### src/pkg/gpw_defs.svh
`ifndef GPW_DEFS_SVH
`define GPW_DEFS_SVH
// register byte addresses (bus address bits 15:0)
`define GPW_OFF_LATCH 16'hfe40
`define GPW_OFF_DIR 16'hfe41
`define GPW_OFF_FUNC 16'hfe42
`define GPW_OFF_PULLZ 16'hfe4f
// additional status and mask registers
`define GPW_OFF_IRQ_STAT 16'hfe50
`define GPW_OFF_IRQ_MASK 16'hfe54
// register reset values
`define GPW_RST_BYTE 8'h00
// field positions in the function control register
`define GPW_FCR_TIMER_SEVEN_TOGGLE_OUT_ENABLE 7
`define GPW_FCR_TIMER_SIX_TOGGLE_OUT_ENABLE 6
`define GPW_FCR_FLAG 5
`define GPW_FCR_IE 4
`define GPW_FCR_CLOCK_OUT_ENABLE 3
// pins that carry alternative outputs
`define GPW_PIN_CLK 5
`define GPW_PIN_T6 6
`define GPW_PIN_T7 7
// clock output divider code for the subclock
`define GPW_CKO_SUB 3'h7
// event bits in the status and mask registers
`define GPW_EV_FLAG 0
`define GPW_EV_WAKE 1
// htrans codes
`define GPW_HTRANS_NONSEQ 2'h2
`endif

### src/pkg/gpw_pkg.sv
`default_nettype none
package gpw_pkg;
  typedef struct packed {
    logic [7:0] o;
    logic [7:0] oe_n;
    logic [7:0] pu_en;
    logic [7:0] pu_hi_z;
  } gpw_pad_t;
  typedef struct packed {
    logic [15:0] addr;
    logic wr;
  } gpw_req_t;
endpackage : gpw_pkg
`default_nettype wire

### src/design/gpw_port.sv
`include "gpw_defs.svh"
`default_nettype none
module gpw_port #(
  parameter logic [7:0] OPEN_DRAIN = 8'h00
) (
  // clock and reset
  input wire logic hclk,
  input wire logic hresetn,
  // ahb-lite slave
  input wire logic hsel,
  input wire logic [31:0] haddr,
  input wire logic [1:0] htrans,
  input wire logic hwrite,
  input wire logic [2:0] hsize,
  input wire logic [31:0] hwdata,
  input wire logic hready,
  output logic [31:0] hrdata,
  output logic hreadyout,
  output logic hresp,
  // pins
  input wire logic [7:0] pin_i,
  output gpw_pkg::gpw_pad_t pad_q,
  // alternative sources
  input wire logic subclk_i,
  input wire logic timer_six_toggle,
  input wire logic timer_seven_toggle,
  // events
  output logic port_irq_q,
  output logic hold_release_q,
  output logic irq_q
);

  // ----------------------------------------
  // registers
  // ----------------------------------------
  logic [7:0] port_output_latch_q;
  logic [7:0] port_direction_q;
  logic [7:0] port_function_control_q;
  logic [7:0] pullup_impedance_select_q;
  logic [1:0] irq_stat_q;
  logic [1:0] irq_mask_q;
  logic [7:0] pin_meta_q;
  logic [7:0] pin_sync_q;
  logic [6:0] div_q;
  logic clk_out_q;
  logic sub_meta_q;
  logic sub_sync_q;
  gpw_pkg::gpw_req_t req_q;
  logic req_vld_q;

  // ----------------------------------------
  // bus decode
  // ----------------------------------------
  function automatic logic hit(input logic [15:0] a, input logic [15:0] off);
    hit = (a == off);
  endfunction : hit

  wire logic take = hsel && hready && (htrans == `GPW_HTRANS_NONSEQ);
  wire logic wr_en = req_vld_q && req_q.wr;
  wire logic wr_latch = wr_en && hit(req_q.addr, `GPW_OFF_LATCH);
  wire logic wr_dir = wr_en && hit(req_q.addr, `GPW_OFF_DIR);
  wire logic wr_func = wr_en && hit(req_q.addr, `GPW_OFF_FUNC);
  wire logic wr_pullz = wr_en && hit(req_q.addr, `GPW_OFF_PULLZ);
  wire logic wr_stat = wr_en && hit(req_q.addr, `GPW_OFF_IRQ_STAT);
  wire logic wr_mask = wr_en && hit(req_q.addr, `GPW_OFF_IRQ_MASK);
  wire logic [7:0] wbyte = hwdata[7:0];

  // ----------------------------------------
  // pin logic
  // ----------------------------------------
  // an input bit with its latch set has its pull-up on
  wire logic [7:0] pu_in = ~port_direction_q & port_output_latch_q;
  wire logic flag_set = |(pu_in & ~pin_sync_q);
  wire logic flag_now = port_function_control_q[`GPW_FCR_FLAG];
  wire logic ie_now = port_function_control_q[`GPW_FCR_IE];
  // software may write zero; a set in the same cycle still wins
  wire logic flag_d = flag_set | (wr_func ? wbyte[`GPW_FCR_FLAG] : flag_now);
  wire logic wake_d = flag_d & (wr_func ? wbyte[`GPW_FCR_IE] : ie_now);

  wire logic [2:0] cko_sel = port_function_control_q[2:0];
  wire logic clk_d = (cko_sel == `GPW_CKO_SUB) ? sub_sync_q :
                     (cko_sel == 3'h0) ? ~clk_out_q :
                     div_q[cko_sel];

  logic [7:0] alt;
  always_comb begin
    alt = 8'h00;
    alt[`GPW_PIN_CLK] = port_function_control_q[`GPW_FCR_CLOCK_OUT_ENABLE] & clk_out_q;
    alt[`GPW_PIN_T6] = port_function_control_q[`GPW_FCR_TIMER_SIX_TOGGLE_OUT_ENABLE] & timer_six_toggle;
    alt[`GPW_PIN_T7] = port_function_control_q[`GPW_FCR_TIMER_SEVEN_TOGGLE_OUT_ENABLE] & timer_seven_toggle;
  end

  wire logic [7:0] out_val = port_output_latch_q | alt;
  // open drain bits release the pin instead of driving high
  wire logic [7:0] drive = port_direction_q & ~(OPEN_DRAIN & out_val);

  gpw_pkg::gpw_pad_t pad_d;
  always_comb begin
    pad_d.o = out_val;
    pad_d.oe_n = ~drive;
    pad_d.pu_en = pu_in;
    pad_d.pu_hi_z = pullup_impedance_select_q;
  end

  // ----------------------------------------
  // next register values
  // ----------------------------------------
  // reads other than the latch address, which returns the synchronised pins, see a write landing at the same edge, so no stale byte
  wire logic [7:0] port_output_latch_d =
    wr_latch ? wbyte : port_output_latch_q;
  wire logic [7:0] port_direction_d =
    wr_dir ? wbyte : port_direction_q;
  wire logic [7:0] pullup_impedance_select_d =
    wr_pullz ? wbyte : pullup_impedance_select_q;
  wire logic [7:0] port_function_control_d = {
    wr_func ? wbyte[7:6] : port_function_control_q[7:6],
    flag_d,
    wr_func ? wbyte[4:0] : port_function_control_q[4:0]
  };
  wire logic [1:0] irq_mask_d = wr_mask ? wbyte[1:0] : irq_mask_q;
  wire logic [1:0] stat_d = (irq_stat_q & ~(wr_stat ? wbyte[1:0] : 2'h0)) |
                            {wake_d & ~(ie_now & flag_now), flag_set};

  wire logic [31:0] rdata_d =
    hit(haddr[15:0], `GPW_OFF_LATCH) ? {24'h0, pin_sync_q} :
    hit(haddr[15:0], `GPW_OFF_DIR) ? {24'h0, port_direction_d} :
    hit(haddr[15:0], `GPW_OFF_FUNC) ? {24'h0, port_function_control_d} :
    hit(haddr[15:0], `GPW_OFF_PULLZ) ? {24'h0, pullup_impedance_select_d} :
    hit(haddr[15:0], `GPW_OFF_IRQ_STAT) ? {30'h0, stat_d} :
    hit(haddr[15:0], `GPW_OFF_IRQ_MASK) ? {30'h0, irq_mask_d} : 32'h0;

  // ----------------------------------------
  // bus flip-flops
  // ----------------------------------------
  always_ff @(posedge hclk or negedge hresetn) begin
    if (!hresetn) begin
      req_vld_q <= 1'b0;
    end else begin
      req_vld_q <= take;
    end
  end

  always_ff @(posedge hclk or negedge hresetn) begin
    if (!hresetn) begin
      req_q <= '0;
    end else if (take) begin
      req_q.addr <= haddr[15:0];
      req_q.wr <= hwrite;
    end
  end

  // read data is taken in the address phase and stands until the next read
  always_ff @(posedge hclk or negedge hresetn) begin
    if (!hresetn) begin
      hrdata <= 32'h0;
    end else if (take && !hwrite) begin
      hrdata <= rdata_d;
    end
  end

  // ----------------------------------------
  // register flip-flops
  // ----------------------------------------
  always_ff @(posedge hclk or negedge hresetn) begin
    if (!hresetn) begin
      port_output_latch_q <= `GPW_RST_BYTE;
    end else begin
      port_output_latch_q <= port_output_latch_d;
    end
  end

  always_ff @(posedge hclk or negedge hresetn) begin
    if (!hresetn) begin
      port_direction_q <= `GPW_RST_BYTE;
    end else begin
      port_direction_q <= port_direction_d;
    end
  end

  always_ff @(posedge hclk or negedge hresetn) begin
    if (!hresetn) begin
      pullup_impedance_select_q <= `GPW_RST_BYTE;
    end else begin
      pullup_impedance_select_q <= pullup_impedance_select_d;
    end
  end

  always_ff @(posedge hclk or negedge hresetn) begin
    if (!hresetn) begin
      port_function_control_q <= `GPW_RST_BYTE;
    end else begin
      port_function_control_q <= port_function_control_d;
    end
  end

  always_ff @(posedge hclk or negedge hresetn) begin
    if (!hresetn) begin
      irq_mask_q <= 2'h0;
    end else begin
      irq_mask_q <= irq_mask_d;
    end
  end

  always_ff @(posedge hclk or negedge hresetn) begin
    if (!hresetn) begin
      irq_stat_q <= 2'h0;
    end else begin
      irq_stat_q <= stat_d;
    end
  end

  // ----------------------------------------
  // synchronisers
  // ----------------------------------------
  // the first stage feeds only the second
  always_ff @(posedge hclk or negedge hresetn) begin
    if (!hresetn) begin
      pin_meta_q <= 8'h00;
      pin_sync_q <= 8'h00;
    end else begin
      pin_meta_q <= pin_i;
      pin_sync_q <= pin_meta_q;
    end
  end

  always_ff @(posedge hclk or negedge hresetn) begin
    if (!hresetn) begin
      sub_meta_q <= 1'b0;
      sub_sync_q <= 1'b0;
    end else begin
      sub_meta_q <= subclk_i;
      sub_sync_q <= sub_meta_q;
    end
  end

  // ----------------------------------------
  // clock output
  // ----------------------------------------
  // runs from hclk, so code 0 gives hclk/2 and code n from 1 to 6 hclk/2^(n+1)
  always_ff @(posedge hclk or negedge hresetn) begin
    if (!hresetn) begin
      div_q <= 7'h00;
    end else begin
      div_q <= div_q + 7'h01;
    end
  end

  always_ff @(posedge hclk or negedge hresetn) begin
    if (!hresetn) begin
      clk_out_q <= 1'b0;
    end else begin
      clk_out_q <= clk_d;
    end
  end

  // ----------------------------------------
  // output flip-flops
  // ----------------------------------------
  always_ff @(posedge hclk or negedge hresetn) begin
    if (!hresetn) begin
      pad_q <= '0;
    end else begin
      pad_q <= pad_d;
    end
  end

  always_ff @(posedge hclk or negedge hresetn) begin
    if (!hresetn) begin
      port_irq_q <= 1'b0;
    end else begin
      port_irq_q <= wake_d;
    end
  end

  always_ff @(posedge hclk or negedge hresetn) begin
    if (!hresetn) begin
      hold_release_q <= 1'b0;
    end else begin
      hold_release_q <= wake_d;
    end
  end

  always_ff @(posedge hclk or negedge hresetn) begin
    if (!hresetn) begin
      irq_q <= 1'b0;
    end else begin
      irq_q <= |(stat_d & irq_mask_d);
    end
  end

  assign hreadyout = 1'b1;
  assign hresp = 1'b0;

endmodule : gpw_port
`default_nettype wire

### config.mk
export PLATFORM = sky130hd
export DESIGN_NAME = gpw_port
export DESIGN_NICKNAME = d
export VERILOG_FILES = /design/src/pkg/gpw_pkg.sv /design/src/design/gpw_port.sv
export VERILOG_INCLUDE_DIRS = /design/src /design/src/pkg
export SDC_FILE = /design/constraint.sdc
export NUM_CORES = 1
export LEC_CHECK = 0
export BUFFER_PORTS_ARGS = -buffer_cell sky130_fd_sc_hd__buf_2
export CAP_MARGIN = 20
export CORE_MARGIN = 1.5
export CORE_UTILIZATION = 51
export DETAILED_ROUTE_END_ITERATION = 16
export GPL_ROUTABILITY_DRIVEN = 0
export PLACE_DENSITY = 0.81
export SLEW_MARGIN = 0
export SYNTH_ARGS = -nofsm -noshare
export SYNTH_HDL_FRONTEND = slang
export SYNTH_SLANG_ARGS = --single-unit
### constraint.sdc
create_clock -name hclk -period 3.6 [get_ports hclk]
set_clock_uncertainty 0.15 [all_clocks]
set_input_delay 0.36 -clock hclk [delete_from_list [all_inputs] [get_ports hclk]]
set_output_delay 0.36 -clock hclk [all_outputs]
set_load 0.005 [all_outputs]
# Yosys cells after proc, flatten, opt, wreduce, memory -nomap -nowiden
# Cells that the tools add are included.
# classes
n_lt_le_gt_ge,1
n_bitwise,18
n_eq_ne,14
reduce_logical,14
muxes,18
addsub,1
# ops
op,n
$eq 16x16->1 const B,12
$mux 8,6
$and 8x8->8,2
$not 8->8,2
$logic_and 1x1->1,10
$mux 2,5
$or 8x8->8,1
$reduce_or 8->1,1
$add 7x1->7 const B,1
$and 1x1->1,6
$mux 1,5
$mux 5,1
$and 2x2->2,2
$lt 3x4->1 const B,1
$bmux 1 s3,1
$eq 3x3->1 const B,1
$logic_not 3->1,1
$eq 2x2->1 const B,1
$not 1->1,2
$not 2->2,1
$or 2x2->2,1
$reduce_or 2->1,1
$logic_not 1->1,1
$or 1x1->1,1
# word_totals
ff_bits,146
input_bits,85
out_inout_bits,69

# Depth between registers and ports, before layout
# logic_depth
ltp_word,13
ltp_mapped,8

# Worst setup path before layout
# OpenSTA, ideal clock, no wires.
# synth_timing
path_type,register to register
start,reg req_q[6] (netlist name)
end,reg hrdata[1]
stages_incl_launch_ff,9
path_slack_ns,0.988
n_path_buf,1
t_arrival_ns,2.335
setup_ns,0.128
synth_period_minus_slack_ns,2.612
required_time_ns,3.322
path_cell_list,dfrtp_1 -> or4b_4 -> nor4_4 -> and3_1 -> buf_6 -> mux2_2 -> a41o_1 -> o22ai_1 -> o31ai_1
# synth_via
word_cells_on_any_way,29
# synth_rtl
item,line,source
start: declaration,gpw_port.sv:48,gpw_pkg::gpw_req_t req_q;
$eq 16x16->1,gpw_port.sv:55,hit = (a == off);
$logic_and 1x1->1,gpw_port.sv:62,"wire logic wr_func = wr_en && hit(req_q.addr, `GPW_OFF_FUNC);"
$mux 5,gpw_port.sv:118,wr_func ? wbyte[4:0] : port_function_control_q[4:0]
named net port_function_control_d[1],gpw_port.sv:115,wire logic [7:0] port_function_control_d = {
$mux 8,gpw_port.sv:127,"hit(haddr[15:0], `GPW_OFF_FUNC) ? {24'h0, port_function_control_d} :"
$mux 8,gpw_port.sv:126,"hit(haddr[15:0], `GPW_OFF_DIR) ? {24'h0, port_direction_d} :"
$mux 8,gpw_port.sv:125,"hit(haddr[15:0], `GPW_OFF_LATCH) ? {24'h0, pin_sync_q} :"
end signal: assignment,gpw_port.sv:157,hrdata <= rdata_d;
end: declaration,gpw_port.sv:17,"output logic [31:0] hrdata,"
# The timed path passes the listed nets, and every way through them passes these cells.
# A chain may end at the register's enable or synchronous reset.

# Final worst setup path
# layout_timing
start,reg req_q[6] (netlist name)
end,reg hrdata[0]
# layout_via
elab_chain_len,11
word_cells_on_any_way,24
# layout_rtl
item,line,source
$eq 16x16->1,gpw_port.sv:55,
$logic_and 1x1->1,gpw_port.sv:64,"wire logic wr_stat = wr_en && hit(req_q.addr, `GPW_OFF_IRQ_STAT);"
$mux 2,gpw_port.sv:121,wire logic [1:0] stat_d = (irq_stat_q & ~(wr_stat ? wbyte[1:0] : 2'h0)) |
$not 2->2,gpw_port.sv:121,
$and 2x2->2,gpw_port.sv:121,
$or 2x2->2,gpw_port.sv:121,
$mux 2,gpw_port.sv:129,"hit(haddr[15:0], `GPW_OFF_IRQ_STAT) ? {30'h0, stat_d} :"
$mux 8,gpw_port.sv:128,"hit(haddr[15:0], `GPW_OFF_PULLZ) ? {24'h0, pullup_impedance_select_d} :"
$mux 8,gpw_port.sv:127,
$mux 8 (*),gpw_port.sv:126,
$mux 8 (*),gpw_port.sv:125,
# Mark *: on every way between the ends. The rest lies on a longest branch, timed or not.

==> reports/qor.csv <==
metric;value;unit
reg2reg_to;hrdata[0];
core.rowCount;35;
share_of_the_cycle_needed_by_the_critical_path_after_routing;0.856;
path_class;register to register;
detail_route.drc_violations;0;
synth_top_cell_by_area;sky130_fd_sc_hd__dfrtp_1;
synth_seq_area_share;0.618;
worstSetupStartpoint;req_q[6];
power.static_leakage;3.26;nW
die_h;101;um
nFillCells;673;
place.detailed.hpwl;6.98;mm
finalNetCount;622;
synth.cell_area;4940;um2
grt_setup_unrepaired;no;
most_common_cell_after_layout_fill_and_taps_aside;sky130_fd_sc_hd__dfrtp_1;
layout-drive-gt1-share;0.306;
place.detailed.instances;613;
timing_worst_slew_pin_value;0.845;ns
drt_iter0_markers;241;
cp-end-kind;register;
post-cts-setup-buffer-count;0;
total_of_flip_flops_plus_latches_after_synthesis;122;
synth-main-ff-cell;sky130_fd_sc_hd__dfrtp_1;
number_of_nets_with_antenna_violations_after_detailed_routing;0;
antennaDiodeCount;0;
clock-sinks;122;
timing.critical_path.to;hrdata[0];
critical_path.startpoint_type;register;
io_pins;154;
yosysTopAreaCellShare;0.618;
grt_antenna_before_repair;0;
grt_pass1_wl;17.3;mm
setup.reg_to_reg.worst_slack;0.52;ns
final_cells;678;
setup-tns-final;0;ns
vdd_drop_max;0.000382;V
maxSlewViolCount;0;
ys_top_cells_by_area;sky130_fd_sc_hd__dfrtp_1 62%, sky130_fd_sc_hd__mux2_2 5.7%, sky130_fd_sc_hd__nand2_1 4.9%, sky130_fd_sc_hd__buf_4 4.1%, sky130_fd_sc_hd__and3_1 1.5%;
ys.warnings.count;0;
clkTransAtPathRegs;0.06;ns
crit_fanout;8;
status;finished, final reports clean;
post_drt_via_cell_ratio;5.19;
die_w;101;um
cp_data_arrival_time;3.33;ns
clock_latency;0.53;ns
number_of_global_route_vias_before_repair;3496;
core_utilization_of_the_finished_layout;0.678;
placeableCoreArea;9330;um2
finalHoldViolations;0;
layout.cells.most_common_list;122 x sky130_fd_sc_hd__dfrtp_1, 83 x sky130_fd_sc_hd__buf_2, 64 x sky130_fd_sc_hd__nand2_1, 33 x sky130_fd_sc_hd__dlygate4sd3_1, 26 x sky130_fd_sc_hd__conb_1;
clock_tree_buf_depth;2;
critical_path.reg2reg.startpoint;req_q[6];
globalRouteOverflowTotal;0;
total_die_area;10300;um2
detail_route.wirelength;10.8;mm
layout-area-overhead-vs-synth;28.0;%
port_buffers;84;
max_clock_freq;325;MHz
worst_endpoint_required_time;3.85;ns
maxCapViolCount;0;
start_util;0.529;
grt_use_total;0.229;
synthArstFlopShare;1.00;
clock_tree.root_cell;sky130_fd_sc_hd__clkbuf_8;
timing.hold.worst.class;input port to register;
grt_start_max_net_pins;68;
worstRegToRegCells;7;
drt_pass1_iterations;5;
ys_types;57;
routed_wire_length_per_instance;16.0;um
finalSetupViolCount;0;
timing.final.ws_setup;0.519;ns
synth_area_per_cell;12.2;um2
cts_htree_levels;4;
slew_limit_headroom;0.437;
final_period_minus_worst_setup_slack;3.08;ns
post_synth_inst_count;404;
tritoncts_clock_tree;yes;
synth_enable_flop_cells;0;
numCtsBuffers;17;
power_density;533;nW/um2
finalHoldWorstSlack;0.0124;ns
via_count;3516;
post-place-ws;0.556;ns
Yosys cell counts, drive strengths merged (3+ instances only):
cell,n
nand2b,5
a211oi,5
nor2b,11
nor3b,9
mux2i,4
a21oi,5
nand3,13
buf,32
o21ai,6
and3,13
nor2,11
a21o,3
dfrtp,122
inv,19
nand2,64
xnor2,4
nand4,4
o22ai,7
mux2,30
per-stage QoR:
stage	instance area, um2	power [mW]
5_1_grt	6320	3.50
6_report	6320	3.37
3_5_place_dp	5410	1.73
4_1_cts	6320	3.38
2_1_floorplan	5030	1.63
3_3_place_gp	5410	1.71
metal layers:
layer,vias to the layer above,routed length [um],track usage
met2,171,5430,0.379
met4,0,344,0.111
met3,35,635,0.0669
li1,1604,-,-
met5,-,0,0
met1,1706,4430,0.275
repair_timing:
item | in CTS | in global routing
resized for setup | 0 | 0
endpoints found under the hold margin | 106 | 0
hold buffers | 33 | 0
report_power, final:
part / switching, mW / total (mW) / internal, mW
logic: 0.125 / 0.233 / 0.107
registers: 0.0548 / 1.50 / 1.45
clock network: 0.638 / 1.63 / 0.995
total: 0.817 / 3.37 / 2.55
sequential cells by signal (all words and copies together) (netlist names), 2 cells and up:
register and count:
port_output_latch_q 8, req_q 17, pin_meta_q 8, irq_stat_q 2, drive 8, hrdata 8
irq_mask_q 2, pullup_impedance_select_q 8, port_function_control_q 8, pad_q 32, pin_sync_q 8, div_q 7
cells by family after synthesis:
logic type	after synthesis	synth area share
AND/OR/NAND/NOR	146	0.157
flip-flops	122	0.618
buffers and inverters	54	0.0651
AO/OA/AOI/OAI	38	0.0575
multiplexers	36	0.0894
XOR/XNOR	5	0.00887
other	2	0.00152
adder cells (fa/ha/maj)	1	0.00253
how the worst min path moves through the flow:
| stage | from | end | cells past startpoint |
|---|---|---|---|
| after floorplan | hresetn | clk_out_q | 0 |
| after global placement | pin_meta_q[4] | pin_sync_q[4] | 0 |
| after detailed placement | pin_meta_q[6] | pin_sync_q[6] | 0 |
| after CTS | hwdata[4] | port_output_latch_q[4] | 2 |
| after global routing | hwdata[4] | port_output_latch_q[4] | 2 |
| final | hwdata[4] | port_output_latch_q[4] | 2 |
area by class of cell:
| class | count | area (um2) | share of cell area |
|---|---|---|---|
| flip-flops and latches | 122 | 3050 | 0.483 |
| well taps | 129 | 161 | 0.0255 |
| inverters | 20 | 75.1 | 0.0119 |
| clock buffers | 17 | 414 | 0.0655 |
| multi-input cells | 252 | 1650 | 0.262 |
| clock inverters | 15 | 164 | 0.0259 |
| repair buffers | 123 | 798 | 0.126 |
critical path: stages (launching register included):
cell	delay (ns)
sky130_fd_sc_hd__dfrtp_1	0.38
sky130_fd_sc_hd__or4b_4	0.56
sky130_fd_sc_hd__nor4_4	0.49
sky130_fd_sc_hd__and3_1	0.64
sky130_fd_sc_hd__mux2i_1	0.31
sky130_fd_sc_hd__o21ai_0	0.11
sky130_fd_sc_hd__o21ai_0	0.22
sky130_fd_sc_hd__a21oi_1	0.10
(Power assumes the default switching activity.)
